--- config.mk ---
export PLATFORM = sky130hd
export DESIGN_NAME = sbet_top
export DESIGN_NICKNAME = d
export VERILOG_FILES = /design/src/sbet_pkg.sv /design/src/sbet_refdiv.sv /design/src/sbet_top.sv
export SDC_FILE = /design/constraint.sdc
export NUM_CORES = 1
export LEC_CHECK = 0
export ABC_CLOCK_PERIOD_IN_PS = 3300
export BUFFER_PORTS_ARGS = -buffer_cell sky130_fd_sc_hd__buf_2
export CAP_MARGIN = 25
export CORE_UTILIZATION = 53
export DETAILED_ROUTE_END_ITERATION = 16
export GPL_TIMING_DRIVEN = 0
export PLACE_DENSITY = 0.87
export SLEW_MARGIN = 20
export SYNTH_ARGS = -nofsm -noshare
export SYNTH_HDL_FRONTEND = slang
export SYNTH_SLANG_ARGS = --single-unit
--- constraint.sdc ---
create_clock -name i_clk -period 3.3 [get_ports i_clk]
set_input_delay 0.33 -clock i_clk [delete_from_list [all_inputs] [get_ports i_clk]]
set_output_delay 0.33 -clock i_clk [all_outputs]
set_load 0.02 [all_outputs]
--- src/sbet_pkg.sv ---
// Purpose: Shared constants and carrier types for the sideband error and thermal block.
// Assumes: One 200 MHz clock; the reference clock rate is a named constant.
// Notes: Counts are derived from times so a change of rate stays consistent.
package sbet_pkg;

    // ------------------------------------------------------------------
    // Timing
    // ------------------------------------------------------------------
    localparam int unsigned SBET_CLK_MHZ = 200;
    localparam int unsigned SBET_REF_MHZ = 100;
    localparam int unsigned SBET_PULSE_REF_CYCLES = 16;
    // Ratio of core clock to reference clock, at least one.
    localparam int unsigned SBET_REF_DIV = (SBET_CLK_MHZ / SBET_REF_MHZ) < 1 ? 1
        : (SBET_CLK_MHZ / SBET_REF_MHZ);
    localparam logic [7:0] SBET_REF_DIV_LAST = 8'(SBET_REF_DIV - 1);
    localparam logic [4:0] SBET_PULSE_LEN = 5'(SBET_PULSE_REF_CYCLES);

    // ------------------------------------------------------------------
    // Field positions and reset values
    // ------------------------------------------------------------------
    localparam int unsigned SBET_IO_CORR_BIT = 0;
    localparam int unsigned SBET_IO_NONFATAL_BIT = 1;
    localparam int unsigned SBET_IO_FATAL_BIT = 2;
    localparam logic [2:0] SBET_IO_STATUS_RST = 3'h0;
    localparam logic [1:0] SBET_THROTTLE_RST = 2'h0;

    // ------------------------------------------------------------------
    // Types
    // ------------------------------------------------------------------
    typedef enum logic [2:0] {
        SBET_FE_IDLE  = 3'b001,
        SBET_FE_PULSE = 3'b010,
        SBET_FE_HOLD  = 3'b100
    } sbet_fe_state_type;

    // One open-drain pin drive: out level, driven low when oe is high.
    typedef struct packed {
        logic oe;
        logic out;
    } sbet_od_type;

    typedef struct packed {
        logic corrected;
        logic nonfatal;
        logic fatal;
    } sbet_io_err_type;

endpackage

--- src/sbet_refdiv.sv ---
// Purpose: Divides the core clock to one-cycle reference clock enables.
// Assumes: Synchronous active-low reset.
// Notes: Enable comes every SBET_REF_DIV core cycles.
`timescale 1ns/100ps
`default_nettype none
module sbet_refdiv
    import sbet_pkg::*;
(
    input wire logic i_clk, // Core clock.
    input wire logic i_nrst, // Synchronous reset, active low.
    output logic o_ref_en // One-cycle reference enable.
);
    logic [7:0] cnt_r;

    always_ff @(posedge i_clk)
    begin
        if (!i_nrst)
        begin
            cnt_r <= 8'h00;
            o_ref_en <= 1'b0;
        end
        else if (cnt_r == SBET_REF_DIV_LAST)
        begin
            cnt_r <= 8'h00;
            o_ref_en <= 1'b1;
        end
        else
        begin
            cnt_r <= cnt_r + 8'h01;
            o_ref_en <= 1'b0;
        end
    end
endmodule // sbet_refdiv
`default_nettype wire

--- src/sbet_top.sv ---
// Purpose: Sideband error and thermal signalling of the device.
// Assumes: All inputs synchronous to i_clk; open-drain lines pulled up externally.
// Notes: Shared lines are seen as levels on i_*_n and driven low through o_*_oe.
// What this block does
// - Drive the shared fatal error line on any unrecoverable error.
// - External fatal error assertion raises a machine check, sampled after power good.
// - Machine check error class pulses the fatal line for 16 reference clocks.
// - Internal error class holds the fatal line until warm or cold reset.
// - Three-bit I/O error status: corrected, non-fatal, fatal.
// - Memory-hot input throttles the channels of that line.
// - Memory-hot output held while that memory branch is over temperature.
// - Pair a serves channels 0 and 1, pair b channels 2 and 3.
// - In enhanced mode, machine check exceptions go on the interrupt output.
// - Hub sends power management status on the sync input; device accepts it.
// - Drive overtemp line when the sensor reaches maximum safe temperature.
// - External overtemp assertion activates thermal control, sampled after power good.
// - Overtemp active at warm reset assertion tristates outputs.
`timescale 1ns/100ps
`default_nettype none
module sbet_top
    import sbet_pkg::*;
(
    input wire logic i_clk, // Core clock, 200 MHz.
    input wire logic i_nrst, // Synchronous reset, active low (warm or cold).
    input wire logic i_power_good_in, // Supplies and clocks stable.
    input wire logic i_mc_error_event, // One-cycle machine check error class event.
    input wire logic i_int_error_event, // One-cycle internal error class event.
    input wire sbet_io_err_type i_io_err, // I/O unit error status levels.
    input wire logic i_enh_mc_mode, // Enhanced machine check mode enable.
    input wire logic i_mem_hot_mode_out, // Memory-hot lines in output level mode.
    input wire logic [1:0] i_branch_overtemp, // Branch a/b over temperature.
    input wire logic i_sensor_overtemp, // Die at maximum safe temperature.
    input wire logic i_power_mgmt_sync_in, // Power management status from hub.
    input wire logic i_fatal_error_line_n, // Level seen on fatal error line.
    input wire logic i_memory_hot_pair_a_n, // Level seen on memory-hot pair a.
    input wire logic i_memory_hot_pair_b_n, // Level seen on memory-hot pair b.
    input wire logic i_processor_overtemp_line_n, // Level seen on overtemp line.
    output sbet_od_type o_fatal_error_line, // Fatal error line drive.
    output sbet_od_type o_memory_hot_pair_a, // Memory-hot pair a drive.
    output sbet_od_type o_memory_hot_pair_b, // Memory-hot pair b drive.
    output sbet_od_type o_processor_overtemp_line, // Overtemp line drive.
    output logic [2:0] o_io_error_n, // I/O unit error status, active low.
    output logic o_io_error_oe, // I/O status output enable.
    output logic o_machine_check_interrupt_out_n, // Machine check interrupt, active low.
    output logic o_machine_check_exception, // Machine check raised, one-cycle pulse.
    output logic [3:0] o_throttle_channel, // Memory channel throttle requests.
    output logic o_thermal_control_active, // Thermal control circuit active.
    output logic o_power_mgmt_status, // Accepted power management status.
    output logic o_outputs_tristated // Outputs released by warm-reset overtemp.
);
    // ------------------------------------------------------------------
    // Reference clock enable and power good tracking
    // ------------------------------------------------------------------
    logic ref_en;
    logic pg_r;
    logic rst_prev_r;
    logic tristate_r;
    logic [4:0] pulse_cnt_r;
    logic ext_fatal_prev_r;
    sbet_fe_state_type fe_state_r;
    sbet_fe_state_type fe_state_nxt;
    logic fe_drive;
    logic ext_fatal;
    logic ext_overtemp;

    sbet_refdiv u_refdiv (
        .i_clk(i_clk),
        .i_nrst(i_nrst),
        .o_ref_en(ref_en)
    );

    always_ff @(posedge i_clk)
    begin
        if (!i_nrst)
            pg_r <= 1'b0;
        else
            pg_r <= i_power_good_in;
    end

    // ------------------------------------------------------------------
    // Warm-reset tristate strap
    // ------------------------------------------------------------------
    // Caught by the clock at the edge where reset is first seen low, while
    // power good is already high; a cold boot never tristates.
    always_ff @(posedge i_clk)
    begin
        rst_prev_r <= i_nrst;
        if (!i_power_good_in)
            tristate_r <= 1'b0;
        else if (rst_prev_r && !i_nrst)
            tristate_r <= !i_processor_overtemp_line_n;
    end

    // ------------------------------------------------------------------
    // Fatal error line sequencer
    // ------------------------------------------------------------------
    always_comb
    begin
        fe_state_nxt = fe_state_r;
        case (fe_state_r)
            SBET_FE_IDLE:
            begin
                if (i_int_error_event)
                    fe_state_nxt = SBET_FE_HOLD;
                else if (i_mc_error_event)
                    fe_state_nxt = SBET_FE_PULSE;
            end
            SBET_FE_PULSE:
            begin
                if (i_int_error_event)
                    fe_state_nxt = SBET_FE_HOLD;
                else if (ref_en && pulse_cnt_r == SBET_PULSE_LEN - 5'h01)
                    fe_state_nxt = SBET_FE_IDLE;
            end
            SBET_FE_HOLD:
                fe_state_nxt = SBET_FE_HOLD;
            default:
                fe_state_nxt = SBET_FE_IDLE;
        endcase
    end

    always_ff @(posedge i_clk)
    begin
        if (!i_nrst)
            fe_state_r <= SBET_FE_IDLE;
        else
            fe_state_r <= fe_state_nxt;
    end

    // Counts reference clocks while the pulse stands.
    always_ff @(posedge i_clk)
    begin
        if (!i_nrst || fe_state_r != SBET_FE_PULSE)
            pulse_cnt_r <= 5'h00;
        else if (ref_en)
            pulse_cnt_r <= pulse_cnt_r + 5'h01;
    end

    assign fe_drive = fe_state_r != SBET_FE_IDLE;

    // Our own drive is excluded so the device does not trap on its own error.
    // The pin drive lags the state by one clock, so both are masked; otherwise
    // the last cycle of our own pulse would look like an outside assertion.
    assign ext_fatal = pg_r && !i_fatal_error_line_n && !fe_drive
        && !o_fatal_error_line.oe;
    assign ext_overtemp = pg_r && !i_processor_overtemp_line_n
        && !o_processor_overtemp_line.oe;

    always_ff @(posedge i_clk)
    begin
        if (!i_nrst)
        begin
            ext_fatal_prev_r <= 1'b0;
            o_machine_check_exception <= 1'b0;
        end
        else
        begin
            ext_fatal_prev_r <= ext_fatal;
            o_machine_check_exception <= (ext_fatal && !ext_fatal_prev_r)
                || i_mc_error_event;
        end
    end

    // ------------------------------------------------------------------
    // Pin drives
    // ------------------------------------------------------------------
    always_ff @(posedge i_clk)
    begin
        if (!i_nrst)
        begin
            o_fatal_error_line <= '0;
            o_memory_hot_pair_a <= '0;
            o_memory_hot_pair_b <= '0;
            o_processor_overtemp_line <= '0;
            o_io_error_n <= ~SBET_IO_STATUS_RST;
            o_io_error_oe <= 1'b0;
            o_machine_check_interrupt_out_n <= 1'b1;
        end
        else
        begin
            // Shared lines only ever pull low.
            o_fatal_error_line <= '{oe: fe_drive && !tristate_r, out: 1'b0};
            o_memory_hot_pair_a <= '{oe: i_mem_hot_mode_out && i_branch_overtemp[0]
                && !tristate_r, out: 1'b0};
            o_memory_hot_pair_b <= '{oe: i_mem_hot_mode_out && i_branch_overtemp[1]
                && !tristate_r, out: 1'b0};
            o_processor_overtemp_line <= '{oe: i_sensor_overtemp && !tristate_r,
                out: 1'b0};
            o_io_error_n[SBET_IO_CORR_BIT] <= !i_io_err.corrected;
            o_io_error_n[SBET_IO_NONFATAL_BIT] <= !i_io_err.nonfatal;
            o_io_error_n[SBET_IO_FATAL_BIT] <= !i_io_err.fatal;
            o_io_error_oe <= !tristate_r;
            o_machine_check_interrupt_out_n <= !(i_enh_mc_mode
                && o_machine_check_exception);
        end
    end

    // ------------------------------------------------------------------
    // Throttle, thermal control and power management status
    // ------------------------------------------------------------------
    always_ff @(posedge i_clk)
    begin
        if (!i_nrst)
        begin
            o_throttle_channel <= {SBET_THROTTLE_RST, SBET_THROTTLE_RST};
            o_thermal_control_active <= 1'b0;
            o_power_mgmt_status <= 1'b0;
        end
        else
        begin
            // Input mode only; in output mode the line reflects our own drive.
            o_throttle_channel[1:0] <= {2{!i_mem_hot_mode_out
                && !i_memory_hot_pair_a_n}};
            o_throttle_channel[3:2] <= {2{!i_mem_hot_mode_out
                && !i_memory_hot_pair_b_n}};
            o_thermal_control_active <= i_sensor_overtemp || ext_overtemp;
            o_power_mgmt_status <= i_power_mgmt_sync_in;
        end
    end

    assign o_outputs_tristated = tristate_r;
endmodule // sbet_top
`default_nettype wire

After elaboration in Yosys (flattened, before gate mapping)
Index checks and enable logic that the tools add are counted.
{"block": "classes", "addsub": 2, "n_eq_ne": 9, "muxes": 6, "bitwise_logic": 1, "reduce_logical": 37}
{"operator": "logical AND 1 bit", "n": 17}
{"operator": "zero test 1 bit", "n": 15}
{"operator": "2-to-1 mux 3 bit", "n": 4}
{"operator": "one-hot mux 3 bit (3 select lines)", "n": 1}
{"operator": "adder 8 x 1 -> 8 bit (second input constant)", "n": 1}
{"operator": "== test 8 x 1 -> 1 bit (second input constant)", "n": 1}
{"operator": "inequality test 3 bit (second input constant)", "n": 2}
{"operator": "adder 5 x 1 -> 5 bit (second input constant)", "n": 1}
{"operator": "== test 5 x 4 -> 1 bit (second input constant)", "n": 1}
{"operator": "== test 3 x 1 -> 1 bit (second input constant)", "n": 1}
{"operator": "== test 3 x 2 -> 1 bit (second input constant)", "n": 1}
{"operator": "== test 3 bit (second input constant)", "n": 1}
{"operator": "logical OR 1 bit", "n": 3}
{"operator": "inequality test 3 x 1 -> 1 bit (second input constant)", "n": 1}
{"operator": "inequality test 3 x 2 -> 1 bit (second input constant)", "n": 1}
{"operator": "AND reduction 2 bit", "n": 1}
{"operator": "OR reduction 2 bit", "n": 1}
{"operator": "2-to-1 mux 1 bit", "n": 1}
{"operator": "NOT 1 bit", "n": 1}
{"block": "word_totals", "reg_bits": 40, "word_cells": 78}

Longest topological paths before layout
Gate-level depths: netlist of run 1.
{"block": "logic_depth", "ltp_word": 6, "mapped_depth": 6, "depth_no_buf": 6}

Hierarchy
A second synthesis of run 1 with hierarchy kept.
{"block": "unflattened", "hier_cells": 131, "area_unflattened_um2": 1365.1}
{"mod": "sbet_top", "instances": 1, "cells_per_inst": 92, "area_per_inst_um2": 974.7, "seq_area_each_um2": 520.5}
{"mod": "sbet_refdiv", "instances": 1, "cells_per_inst": 39, "area_per_inst_um2": 390.4, "seq_area_each_um2": 180.2}

Worst setup path before layout of run 1
Ideal clock, no wire load.
{"block": "synth_path", "kind": "reg-to-reg", "from": "reg u_refdiv.cnt_r[0]", "to": "reg u_refdiv.cnt_r[2]", "arrival_ps": 1409, "required_time_ps": 3168, "path_slack_ps": 1759, "stages_incl_launch_ff": 5, "n_path_buf": 0, "synth_period_minus_slack_ps": 1541, "cell_sequence": "dfxtp_1 > ha_1 > or4b_4 > o41ai_4 > nor2_1"}
{"block": "synth_between", "elab_chain_cells": 2}
{"item": "from (decl)", "line_no": "sbet_refdiv.sv:13", "text": "logic [7:0] cnt_r;"}
{"item": "from (signal assigned)", "line_no": "sbet_refdiv.sv:29", "text": "cnt_r <= cnt_r + 8'h01;"}
{"item": "branches (longest 2 deep; another with adder 8 x 1 -> 8 bit)"}
Several ways; the timed one is not identified.
A chain may end at the register's enable or synchronous reset.

Worst setup path in the final report of run 1
{"block": "layout_path", "from": "reg u_refdiv.cnt_r[0]", "to": "reg u_refdiv.cnt_r[6]"}
The elaborated chain is that of the path after synthesis.

==> impl_metrics.toml, run 1 <==
[run_status]
status = "finished clean"

[yosys]
netlist_area_um2 = 1310
ys_seq_elements = 35
synth_top_cell_area_share_pct = 53.3
ys_warn_count = 0
synth_cell_type_count = 32
netlist.top_cell.by_area = "dfxtp_1"
synth_cells = 131
avgSynthCellArea_um2 = 10.0
ys_top_cells_by_area = "dfxtp_1 (53%), ha_1 (3.8%), nor2_1 (3.7%)"
yosysSeqAreaShare_pct = 53.3

[sta]
worstMarginPinSlew_ns = 0.572
setup_viol = 0
rsz0062_at_grt = "no"
tns_ns = 0
fmax_mhz = 569
finClkSkew_ns = 0.00569
period_share_pct = 53.3
hold_violations = 0
maxSlewHeadroom_pct = 61.8
period_needed_ns = 1.76
slew_violations = 0

[layout]
multiInputGateArea_um2 = 553
area_delta_synth_final_pct = 20.3
drive_gt1_share_pct = 27.3
fin_cells = 204
seqCellArea_um2 = 701
nNetsFinal = 197
diodes = 0
n_fill_cell = 181

[clocking]
post_cts_buffers = 0
cts-root-buf = "clkbuf_4"
clock_sinks = 35
path_clk_slew_ns = 0.09
cts_tree = "built"
clk_latency_ns = 0.33
hold_buffers = 0
numCtsBuffers = 5
cts_resized = 0
h-tree-depth = 2
cts_buffer_depth = 2

[worst_setup_path]
r2r_setup_slack_ns = 1.54
cp-end-kind = "flop"
start_kind = "flop"
cp-startpoint = "u_refdiv.cnt_r[0]"
critPathRequiredTime_ns = 3.50
arrival_ns = 1.96
rr_startpoint = "u_refdiv.cnt_r[0]"
crit_fanout = 7
critPathKind = "flop to flop"

[global_route]
track_usage_pct = 19.9
grt_max_degree = 11
grt_pass1_wl_um = 3790
overflow = 0
antenna_found_initial = 0
grt_pass1_vias = 954

[power]
ir_drop_v = 0.000472
p_leak_nw = 0.707
p_per_area_nw_per_um2 = 488
power_mw = 0.772

[drt]
wl_um = 2310
final_antenna_net_count = 0
vias = 1007
wl_per_cell_um = 11.3
drtPass1Iterations = 3
vias_per_cell = 4.94
drc = 0
drtIter0Drc = 9

[floorplan]
die_h_um = 51.8
io_pins = 39
die_w_um = 51.8
design.core.area_um2 = 2280
dieArea_um2 = 2680
initial_core_util_pct = 57.7
num_rows = 17

[place]
port_buffers = 34
gp_congestion = 0.697
dp.cells = 196
hpwl_um = 1780

[min_path]
hold_start = "i_nrst"
hp-class = "input pin to flop"

[run]
max-cap-violations = 0
-- worst paths after layout --
check                                    endpoint  depth (start not counted)
setup / recovery                u_refdiv.cnt_r[6]                          4
hold / removal                         rst_prev_r                          1
hold reg to reg   o_machine_check_interrupt_out_n                          1
setup reg to reg                u_refdiv.cnt_r[6]                          4
-- sequential cells by signal, indices dropped and copies added, names as in the netlist --
name	flops
u_refdiv.o_ref_en	1
o_io_error_n	3
o_thermal_control_active	1
pg_r	1
pulse_cnt_r	5
o_machine_check_exception	1
o_io_error_oe	1
o_memory_hot_pair_a	1
rst_prev_r	1
o_memory_hot_pair_b	1
o_outputs_tristated	1
o_processor_overtemp_line	1
o_throttle_channel	2
fe_state_r	3
o_machine_check_interrupt_out_n	1
o_fatal_error_line	1
u_refdiv.cnt_r	8
o_power_mgmt_status	1
ext_fatal_prev_r	1
-- area by class of cell --
| cell class | count | share of cell area [%] |
|---|---|---|
| repair buffers | 34 | 10.8 |
| clock inverters | 1 | 0.317 |
| clock buffers | 7 | 2.85 |
| well taps | 28 | 2.22 |
| flip-flops and latches | 35 | 44.3 |
| multi-input cells | 86 | 35.0 |
| inverters | 4 | 0.950 |
| plain buffers | 9 | 3.56 |
-- layout by cell type, fill, tap and decap left out, types with 3 or more instances in the layout --
master	synthesis	layout
o21ai_0	3	3
a21oi_1	5	5
buf_4	6	6
nor2_1	13	13
and2_1	6	6
inv_1	4	4
nand3_1	5	5
xor2_1	4	4
nand2_1	7	7
clkbuf_4	0	5
ha_1	4	4
or3_1	3	3
nor3b_1	3	3
buf_2	0	34
clkbuf_1	3	5
dfxtp_1	35	35
and3_1	4	4
o21a_1	3	3
conb_1	1	4
nor2b_1	5	5
-- through the flow --
step / utilization (%) / setup slack (ns) / area (um^2) / hold slack [ns]
2_1_floorplan: - / 1.76 / 1330 / 0.358
3_3_place_gp: 67.2 / 1.65 / 1530 / 0.405
3_5_place_dp: 67.2 / 1.55 / 1530 / 0.403
4_1_cts: 69.4 / 1.54 / 1580 / 0.0918
5_1_grt: 69.4 / 1.44 / 1580 / 0.0741
6_report: 69.4 / 1.54 / 1580 / 0.105
-- kinds of logic (layout without fill, tap and decap cells) --
kind of cell             Yosys count  in the layout  synth area share, %
XOR/XNOR                           6              6                 4.00
adder cells (fa/ha/maj)            4              4                 3.81
multiplexers                       1              1                0.762
flip-flops                        35             35                 53.3
AO/OA/AOI/OAI                     17             17                 9.81
AND/OR/NAND/NOR                   54             54                 22.6
other                              1              4                0.285
buffers and inverters             13             55                 5.43
-- report_power, final --
part | internal [mW] | total, mW | switching [mW]
Sequential | 0.444 | 0.458 | 0.0142
Clock | 0.0829 | 0.211 | 0.129
Combinational | 0.0461 | 0.102 | 0.0560
Total | 0.573 | 0.772 | 0.199
-- synth_stat cells --
cell type / n
a21oi_1: 5
ha_1: 4
a211oi_1: 1
nor4_1: 1
o211a_1: 1
nor2b_1: 5
nand4_1: 2
nand2b_1: 2
a31oi_1: 1
nand3_1: 5
a21boi_0: 1
nand3b_1: 1
conb_1: 1
or4b_4: 1
and3b_1: 1
o41ai_4: 1
o21ai_0: 3
or3_1: 3
inv_1: 4
nor2_1: 13
mux2i_1: 1
o21a_1: 3
xnor2_1: 2
buf_4: 6
o31ai_1: 1
nor3b_1: 3
xor2_1: 4
and3_1: 4
clkbuf_1: 3
dfxtp_1: 35
and2_1: 6
nand2_1: 7
-- metal layers --
layer	track usage (%)	routed length [um]	up-vias
met3	9.06	138	3
met2	37.2	1140	32
met5	0	0	-
li1	-	-	522
met1	19.4	997	450
met4	5.41	30	0
-- worst max-delay path: stages (launching register included) --
cell,delay (ns)
dfxtp_1,0.44
ha_1,0.17
or4b_4,0.48
o41ai_4,0.43
a21oi_1,0.10
(Power assumes the default switching activity.)
==> inputs of run 2 (changes only) <==
--- a/config.mk
+++ b/config.mk
@@ -5,13 +5,13 @@
 export SDC_FILE = /design/constraint.sdc
 export NUM_CORES = 1
 export LEC_CHECK = 0
-export ABC_CLOCK_PERIOD_IN_PS = 3300
+export ABC_CLOCK_PERIOD_IN_PS = 1450
 export BUFFER_PORTS_ARGS = -buffer_cell sky130_fd_sc_hd__buf_2
 export CAP_MARGIN = 25
-export CORE_UTILIZATION = 53
+export CORE_UTILIZATION = 45
 export DETAILED_ROUTE_END_ITERATION = 16
 export GPL_TIMING_DRIVEN = 0
-export PLACE_DENSITY = 0.87
+export PLACE_DENSITY = 0.79
 export SLEW_MARGIN = 20
 export SYNTH_ARGS = -nofsm -noshare
 export SYNTH_HDL_FRONTEND = slang
==> constraint.sdc (replaced) <==
create_clock -name i_clk -period 1.45 [get_ports i_clk]
set_input_delay 0.145 -clock i_clk [delete_from_list [all_inputs] [get_ports i_clk]]
set_output_delay 0.145 -clock i_clk [all_outputs]
set_load 0.02 [all_outputs]
==> run 2 against run 1 <==
The run now ends with negative setup slack left; first-iteration DRC count grew to 3.7 times the previous value; setup slack worse by 1.7 ns; design area increased by 11%; sequential share of layout area is 4.1 points lower; non-clock buffer count is 12 higher; critical endpoint unchanged; clock-buffer cell count is 1 lower; sequential power up 130%; clock skew about the same; fmax grew 10%; largest cell class unchanged; register-to-register slack got worse by 1.7 ns; highest routed layer unchanged; power rose to 2.7 times the previous value.
==> impl_metrics.toml, run 2 (synthesis results as in run 1) <==
[run_status]
status = "complete, but fails checks"
violations = "negative setup slack"

[global_route]
grt_pass1_wl_um = 4420
overflow = 0
track_usage_pct = 18.5
antenna_found_initial = 0
grt_max_degree = 12
grt_pass1_vias = 1064

[power]
p_per_area_nw_per_um2 = 1170
p_leak_nw = 0.781
ir_drop_v = 0.00116
power_mw = 2.06

[drt]
drtPass1Iterations = 5
final_antenna_net_count = 0
vias = 1104
drc = 0
vias_per_cell = 5.04
wl_um = 2680
wl_per_cell_um = 12.2
maxUsedRoutingLayer = "met4"
wl_met3_um = 152
drtIter0Drc = 33
wl_met1_um = 1050
route.met2.wl_um = 1410

[clocking]
h-tree-depth = 2
cts_buffer_depth = 2
clock_sinks = 35
cts-root-buf = "clkbuf_4"
cts_tree = "built"
numCtsBuffers = 5
clk_latency_ns = 0.34
path_clk_slew_ns = 0.10

[run]
max-cap-violations = 0

[sta]
fmax_mhz = 626
period_needed_ns = 1.60
hold_violations = 0
setup_viol = 7
slew_violations = 0
holdWs_ns = 0.0216
worstMarginPinSlew_ns = 0.648
maxSlewHeadroom_pct = 56.7
worst_slack_ns = -0.147
finClkSkew_ns = 0.00552
tns_ns = -0.923
period_share_pct = 110
rsz0062_at_grt = "yes"

[floorplan]
initial_core_util_pct = 47.6
die_h_um = 56.0
dieArea_um2 = 3140
num_rows = 19
die_w_um = 56.0
design.core.area_um2 = 2760
io_pins = 39

[min_path]
hp-class = "input pin to flop"

[worst_setup_path]
r2r_setup_slack_ns = -0.15
arrival_ns = 1.83
cpPeakStageDelay_ns = 0.47
critPathKind = "flop to flop"
crit_fanout = 5
crit_path_cell_trace = "inv_2, ha_4, or4b_4, o41ai_4, buf_4, a21oi_2"
cp-end-kind = "flop"
crit_path_top_delay_cell = "or4b_4"
critPathRequiredTime_ns = 1.68
start_kind = "flop"

[layout]
n_fill_cell = 236
top_register = "u_refdiv.cnt_r"
layout_common_cells = "buf_2 (34), dfxtp_1 (31), nor2_1 (12)"
final_common_cell = "buf_2"
drive_gt1_share_pct = 34.0
top_regs = "u_refdiv.cnt_r x8, pulse_cnt_r x5"
area_delta_synth_final_pct = 33.8
diodes = 0
largest_reg_flops = 8
nNetsFinal = 209

[place]
port_buffers = 34
gp_congestion = 0.739
hpwl_um = 1770
run 2: final timing paths:
path | end | depth (start not counted) | from
worst min-delay path | o_power_mgmt_status | 2 | i_power_mgmt_sync_in
worst min register to register | o_machine_check_interrupt_out_n | 1 | o_machine_check_exception
worst max register to register | u_refdiv.cnt_r[6] | 6 | u_refdiv.cnt_r[1]
worst max-delay path | u_refdiv.cnt_r[6] | 6 | u_refdiv.cnt_r[1]
run 2: repair_timing:
item | CTS | global route
endpoints found under the hold margin | 7 | 0
pin swaps | 6 | 3
hold buffers | 7 | 0
gates resized for setup | 4 | 5
buffers inserted | 4 | 1
setup endpoints to repair | 7 | 9
run 2: area by class of cell:
cell class              count  area, um^2  share of cell area [%]
clock buffers               6        51.3                    2.92
well taps                  31        38.8                    2.21
flip-flops and latches     35         708                    40.3
multi-input cells          86         576                    32.7
clock inverters             2        35.0                    1.99
inverters                   4        15.0                   0.854
plain buffers               9        56.3                    3.20
repair buffers             46         278                    15.8
run 2: worst max-delay path, delay by kind of cell, from the launching register on:
family          cells  cell delay [ns]
simple gates        1             0.47
flops               1             0.34
compound gates      2             0.29
buf+inv             2             0.27
fa+ha+maj           1             0.11
run 2: power by group:
| part | leakage (nW) | internal, mW | switching [mW] | total (mW) |
|---|---|---|---|---|
| registers | 0.289 | 1.01 | 0.0276 | 1.04 |
| logic | 0.444 | 0.142 | 0.152 | 0.294 |
| clock network | 0.0482 | 0.407 | 0.321 | 0.728 |
| total | 0.781 | 1.56 | 0.501 | 2.06 |
run 2: metrics by stage:
stage | util, % | worst slack, ns | cell area [um^2] | cells
after global placement | 55.7 | -0.138 | 1540 | 199
after global routing | 63.7 | -0.196 | 1760 | 219
final | 63.7 | -0.147 | 1760 | 219
after CTS | 63.0 | -0.163 | 1740 | 218
after detailed placement | 55.7 | -0.188 | 1540 | 199
after floorplan | - | -0.0400 | 1330 | 134
run 2: per-layer routing:
layer / track usage [%] / up-vias
met5: 0 / -
met4: 7.32 / 0
met3: 7.21 / 11
met2: 33.8 / 40
met1: 18.7 / 506
li1: - / 547
==> inputs of run 3 (changes only) <==
--- a/config.mk
+++ b/config.mk
@@ -8,11 +8,13 @@
 export ABC_CLOCK_PERIOD_IN_PS = 1450
 export BUFFER_PORTS_ARGS = -buffer_cell sky130_fd_sc_hd__buf_2
 export CAP_MARGIN = 25
+export CORE_ASPECT_RATIO = 0.8
 export CORE_UTILIZATION = 45
 export DETAILED_ROUTE_END_ITERATION = 16
 export GPL_TIMING_DRIVEN = 0
-export PLACE_DENSITY = 0.79
+export PLACE_DENSITY = 0.78
 export SLEW_MARGIN = 20
 export SYNTH_ARGS = -nofsm -noshare
 export SYNTH_HDL_FRONTEND = slang
+export SYNTH_HIERARCHICAL = 1
 export SYNTH_SLANG_ARGS = --single-unit
==> run 3 against run 2 <==
The flow still finishes with violations (negative setup slack); cell count stayed put; power increased by 2.3%; die area up 3.8%; sequential power is essentially flat; first-iteration DRC count rose by 97%; fmax is 5.3% higher; clock-buffer cell count rose by 2; clock power rose by 4.3%; sequential share of layout area down 0.92 points; design area up 2.7%; sequential cell count unchanged; critical endpoint is now u_refdiv/cnt_r[7]; largest power group unchanged.
==> impl_metrics.toml, run 3 <==
[drt]
wl_per_cell_um = 12.1
final_antenna_net_count = 0
vias_per_cell = 4.83
wl_um = 2650
drc = 0
drtPass1Iterations = 4
vias = 1057
drtIter0Drc = 65

[global_route]
track_usage_pct = 17.4
grt_max_degree = 13
grt_pass1_wl_um = 4060
grt_pass1_vias = 925
overflow = 0
antenna_found_initial = 0

[layout]
nNetsFinal = 202
n_fill_cell = 226
top_register = "u_refdiv/cnt_r"
diodes = 0
layout_common_cells = "buf_2 (34), dfxtp_1 (31), nor2_1 (11)"
final_common_cell = "buf_2"
drive_gt1_share_pct = 39.8
area_delta_synth_final_pct = 32.3
largest_reg_flops = 8
top_regs = "u_refdiv/cnt_r x8, pulse_cnt_r x5"
multiInputGateArea_um2 = 651
seqCellArea_um2 = 711

[yosys]
ys_top_cells_by_area = "dfxtp_1 (51%), nor2_1 (3.8%), ha_1 (3.7%)"
netlist_area_um2 = 1370
synthMostInstantiatedCell = "dfxtp_1"
synth_cell_type_count = 40
synth_flop_cell = "dfxtp_1"
synth_common_cells = "dfxtp_1 (35), nor2_1 (14), nand2_1 (7)"
synth_top_cell_area_share_pct = 51.3
synth-edff-count = 0
avgSynthCellArea_um2 = 10.4
yosysSeqAreaShare_pct = 51.3
async_reset_ff_share_pct = 0
ys_warn_count = 6
netlist.top_cell.by_area = "dfxtp_1"
synth_cells = 131
ys_seq_elements = 35

[sta]
finClkSkew_ns = 0.00534
hold_violations = 0
worst_slack_ns = -0.0670
slew_violations = 0
period_needed_ns = 1.52
period_share_pct = 105
tns_ns = -0.364
setup_viol = 6
holdWs_ns = 0.0104
rsz0062_at_grt = "yes"
fmax_mhz = 659

[worst_setup_path]
start_kind = "flop"
cp-end-kind = "flop"
critPathRequiredTime_ns = 1.62
critPathKind = "flop to flop"
arrival_ns = 1.69
crit_fanout = 6

[min_path]
hp-class = "input pin to flop"

[run_status]
status = "complete, but fails checks"
violations = "negative setup slack"

[run]
max-cap-violations = 0

[power]
p_per_area_nw_per_um2 = 1170
ir_drop_v = 0.000762
p_leak_nw = 0.785

[clocking]
cts-root-buf = "clkbuf_8"
clock_sinks = 35
h-tree-depth = 2
cts_buffer_depth = 2
numCtsBuffers = 5
cts_tree = "built"
path_clk_slew_ns = 0.07
clk_latency_ns = 0.29

[floorplan]
die_h_um = 51.3
initial_core_util_pct = 48.3
num_rows = 17
design.core.area_um2 = 2830
dieArea_um2 = 3260
die_w_um = 63.6
io_pins = 39

[place]
port_buffers = 34
gp_congestion = 0.704
hpwl_um = 1720
## run 3: changes by cell type in the layout (fill, tap and decap cells not counted), sizes merged, moves of 2 or more
cell | previous run | this run
dlygate4sd3 | 7 | 1
xor2 | 4 | 2
inv | 4 | 6
a21oi | 5 | 3
o21a | 3 | 0
xnor2 | 2 | 4
## run 3: per-stage QoR
stage | cell area (um^2) | power [mW] | util [%] | cells | worst slack [ns]
3_5_place_dp | 1600 | 1.33 | 56.4 | 206 | -0.125
2_1_floorplan | 1380 | 1.25 | - | 134 | -0.00507
6_report | 1810 | 2.11 | 63.8 | 219 | -0.0670
5_1_grt | 1810 | 2.20 | 63.8 | 219 | -0.132
4_1_cts | 1740 | 2.12 | 61.4 | 217 | -0.134
3_3_place_gp | 1600 | 1.32 | 56.4 | 206 | -0.0774
## run 3: worst paths after layout
kind | start | endpoint | slack, ns | cells after the start
worst max-delay path | u_refdiv/cnt_r[1] | u_refdiv/cnt_r[7] | -0.07 | 6
worst max register to register | u_refdiv/cnt_r[1] | u_refdiv/cnt_r[7] | -0.07 | 6
worst min-delay path | i_io_err[2] | o_io_error_n[0] | 0.01 | 2
worst min register to register | o_machine_check_exception | o_machine_check_interrupt_out_n | 0.41 | 1
## run 3: logic make-up (layout without fill, tap and decap cells)
logic type	count (synthesis)	count (layout)	synth area share, %
AND/OR/NAND/NOR	55	55	24.9
flip-flops	35	35	51.3
AO/OA/AOI/OAI	15	15	9.17
buffers and inverters	14	61	6.05
XOR/XNOR	6	6	3.85
adder cells (fa/ha/maj)	4	4	3.67
other	1	4	0.275
multiplexers	1	1	0.733
## run 3: repair_timing
action | CTS | global route
endpoints found under the hold margin | 0 | 1
endpoints found under the setup margin | 7 | 7
resized for setup | 5 | 13
hold buffers | 0 | 1
setup buffers | 3 | 1
pin swaps | 4 | 7
## run 3: area by class of cell
cell class / instances / area share (%)
timing repair buffer: 39 / 11.9
buffer: 8 / 3.33
multi-input combinational: 85 / 36.0
clock buffer: 8 / 5.54
inverter: 6 / 1.25
sequential: 35 / 39.4
tap: 38 / 2.63
## run 3: layer usage
layer  vias to the layer above  routed length [um]  track usage [%]
li1                        535                   -                -
met1                       500                1130             18.7
met2                        20                1400             28.9
met3                         2                 110             8.71
met4                         0                  10             7.95
met5                         -                   0                0
## run 3: power by group
group,leakage (nW),total (mW),switching [mW],internal (mW)
logic,0.444,0.302,0.157,0.145
registers,0.290,1.05,0.0362,1.01
clock network,0.0515,0.759,0.326,0.433
## run 3: critical path: stages (launching register included)
cell and delay, ns:
dfxtp_2 0.32, inv_2 0.05, ha_4 0.11, or4b_4 0.47, o41ai_4 0.23, buf_6 0.18, a21oi_2 0.03
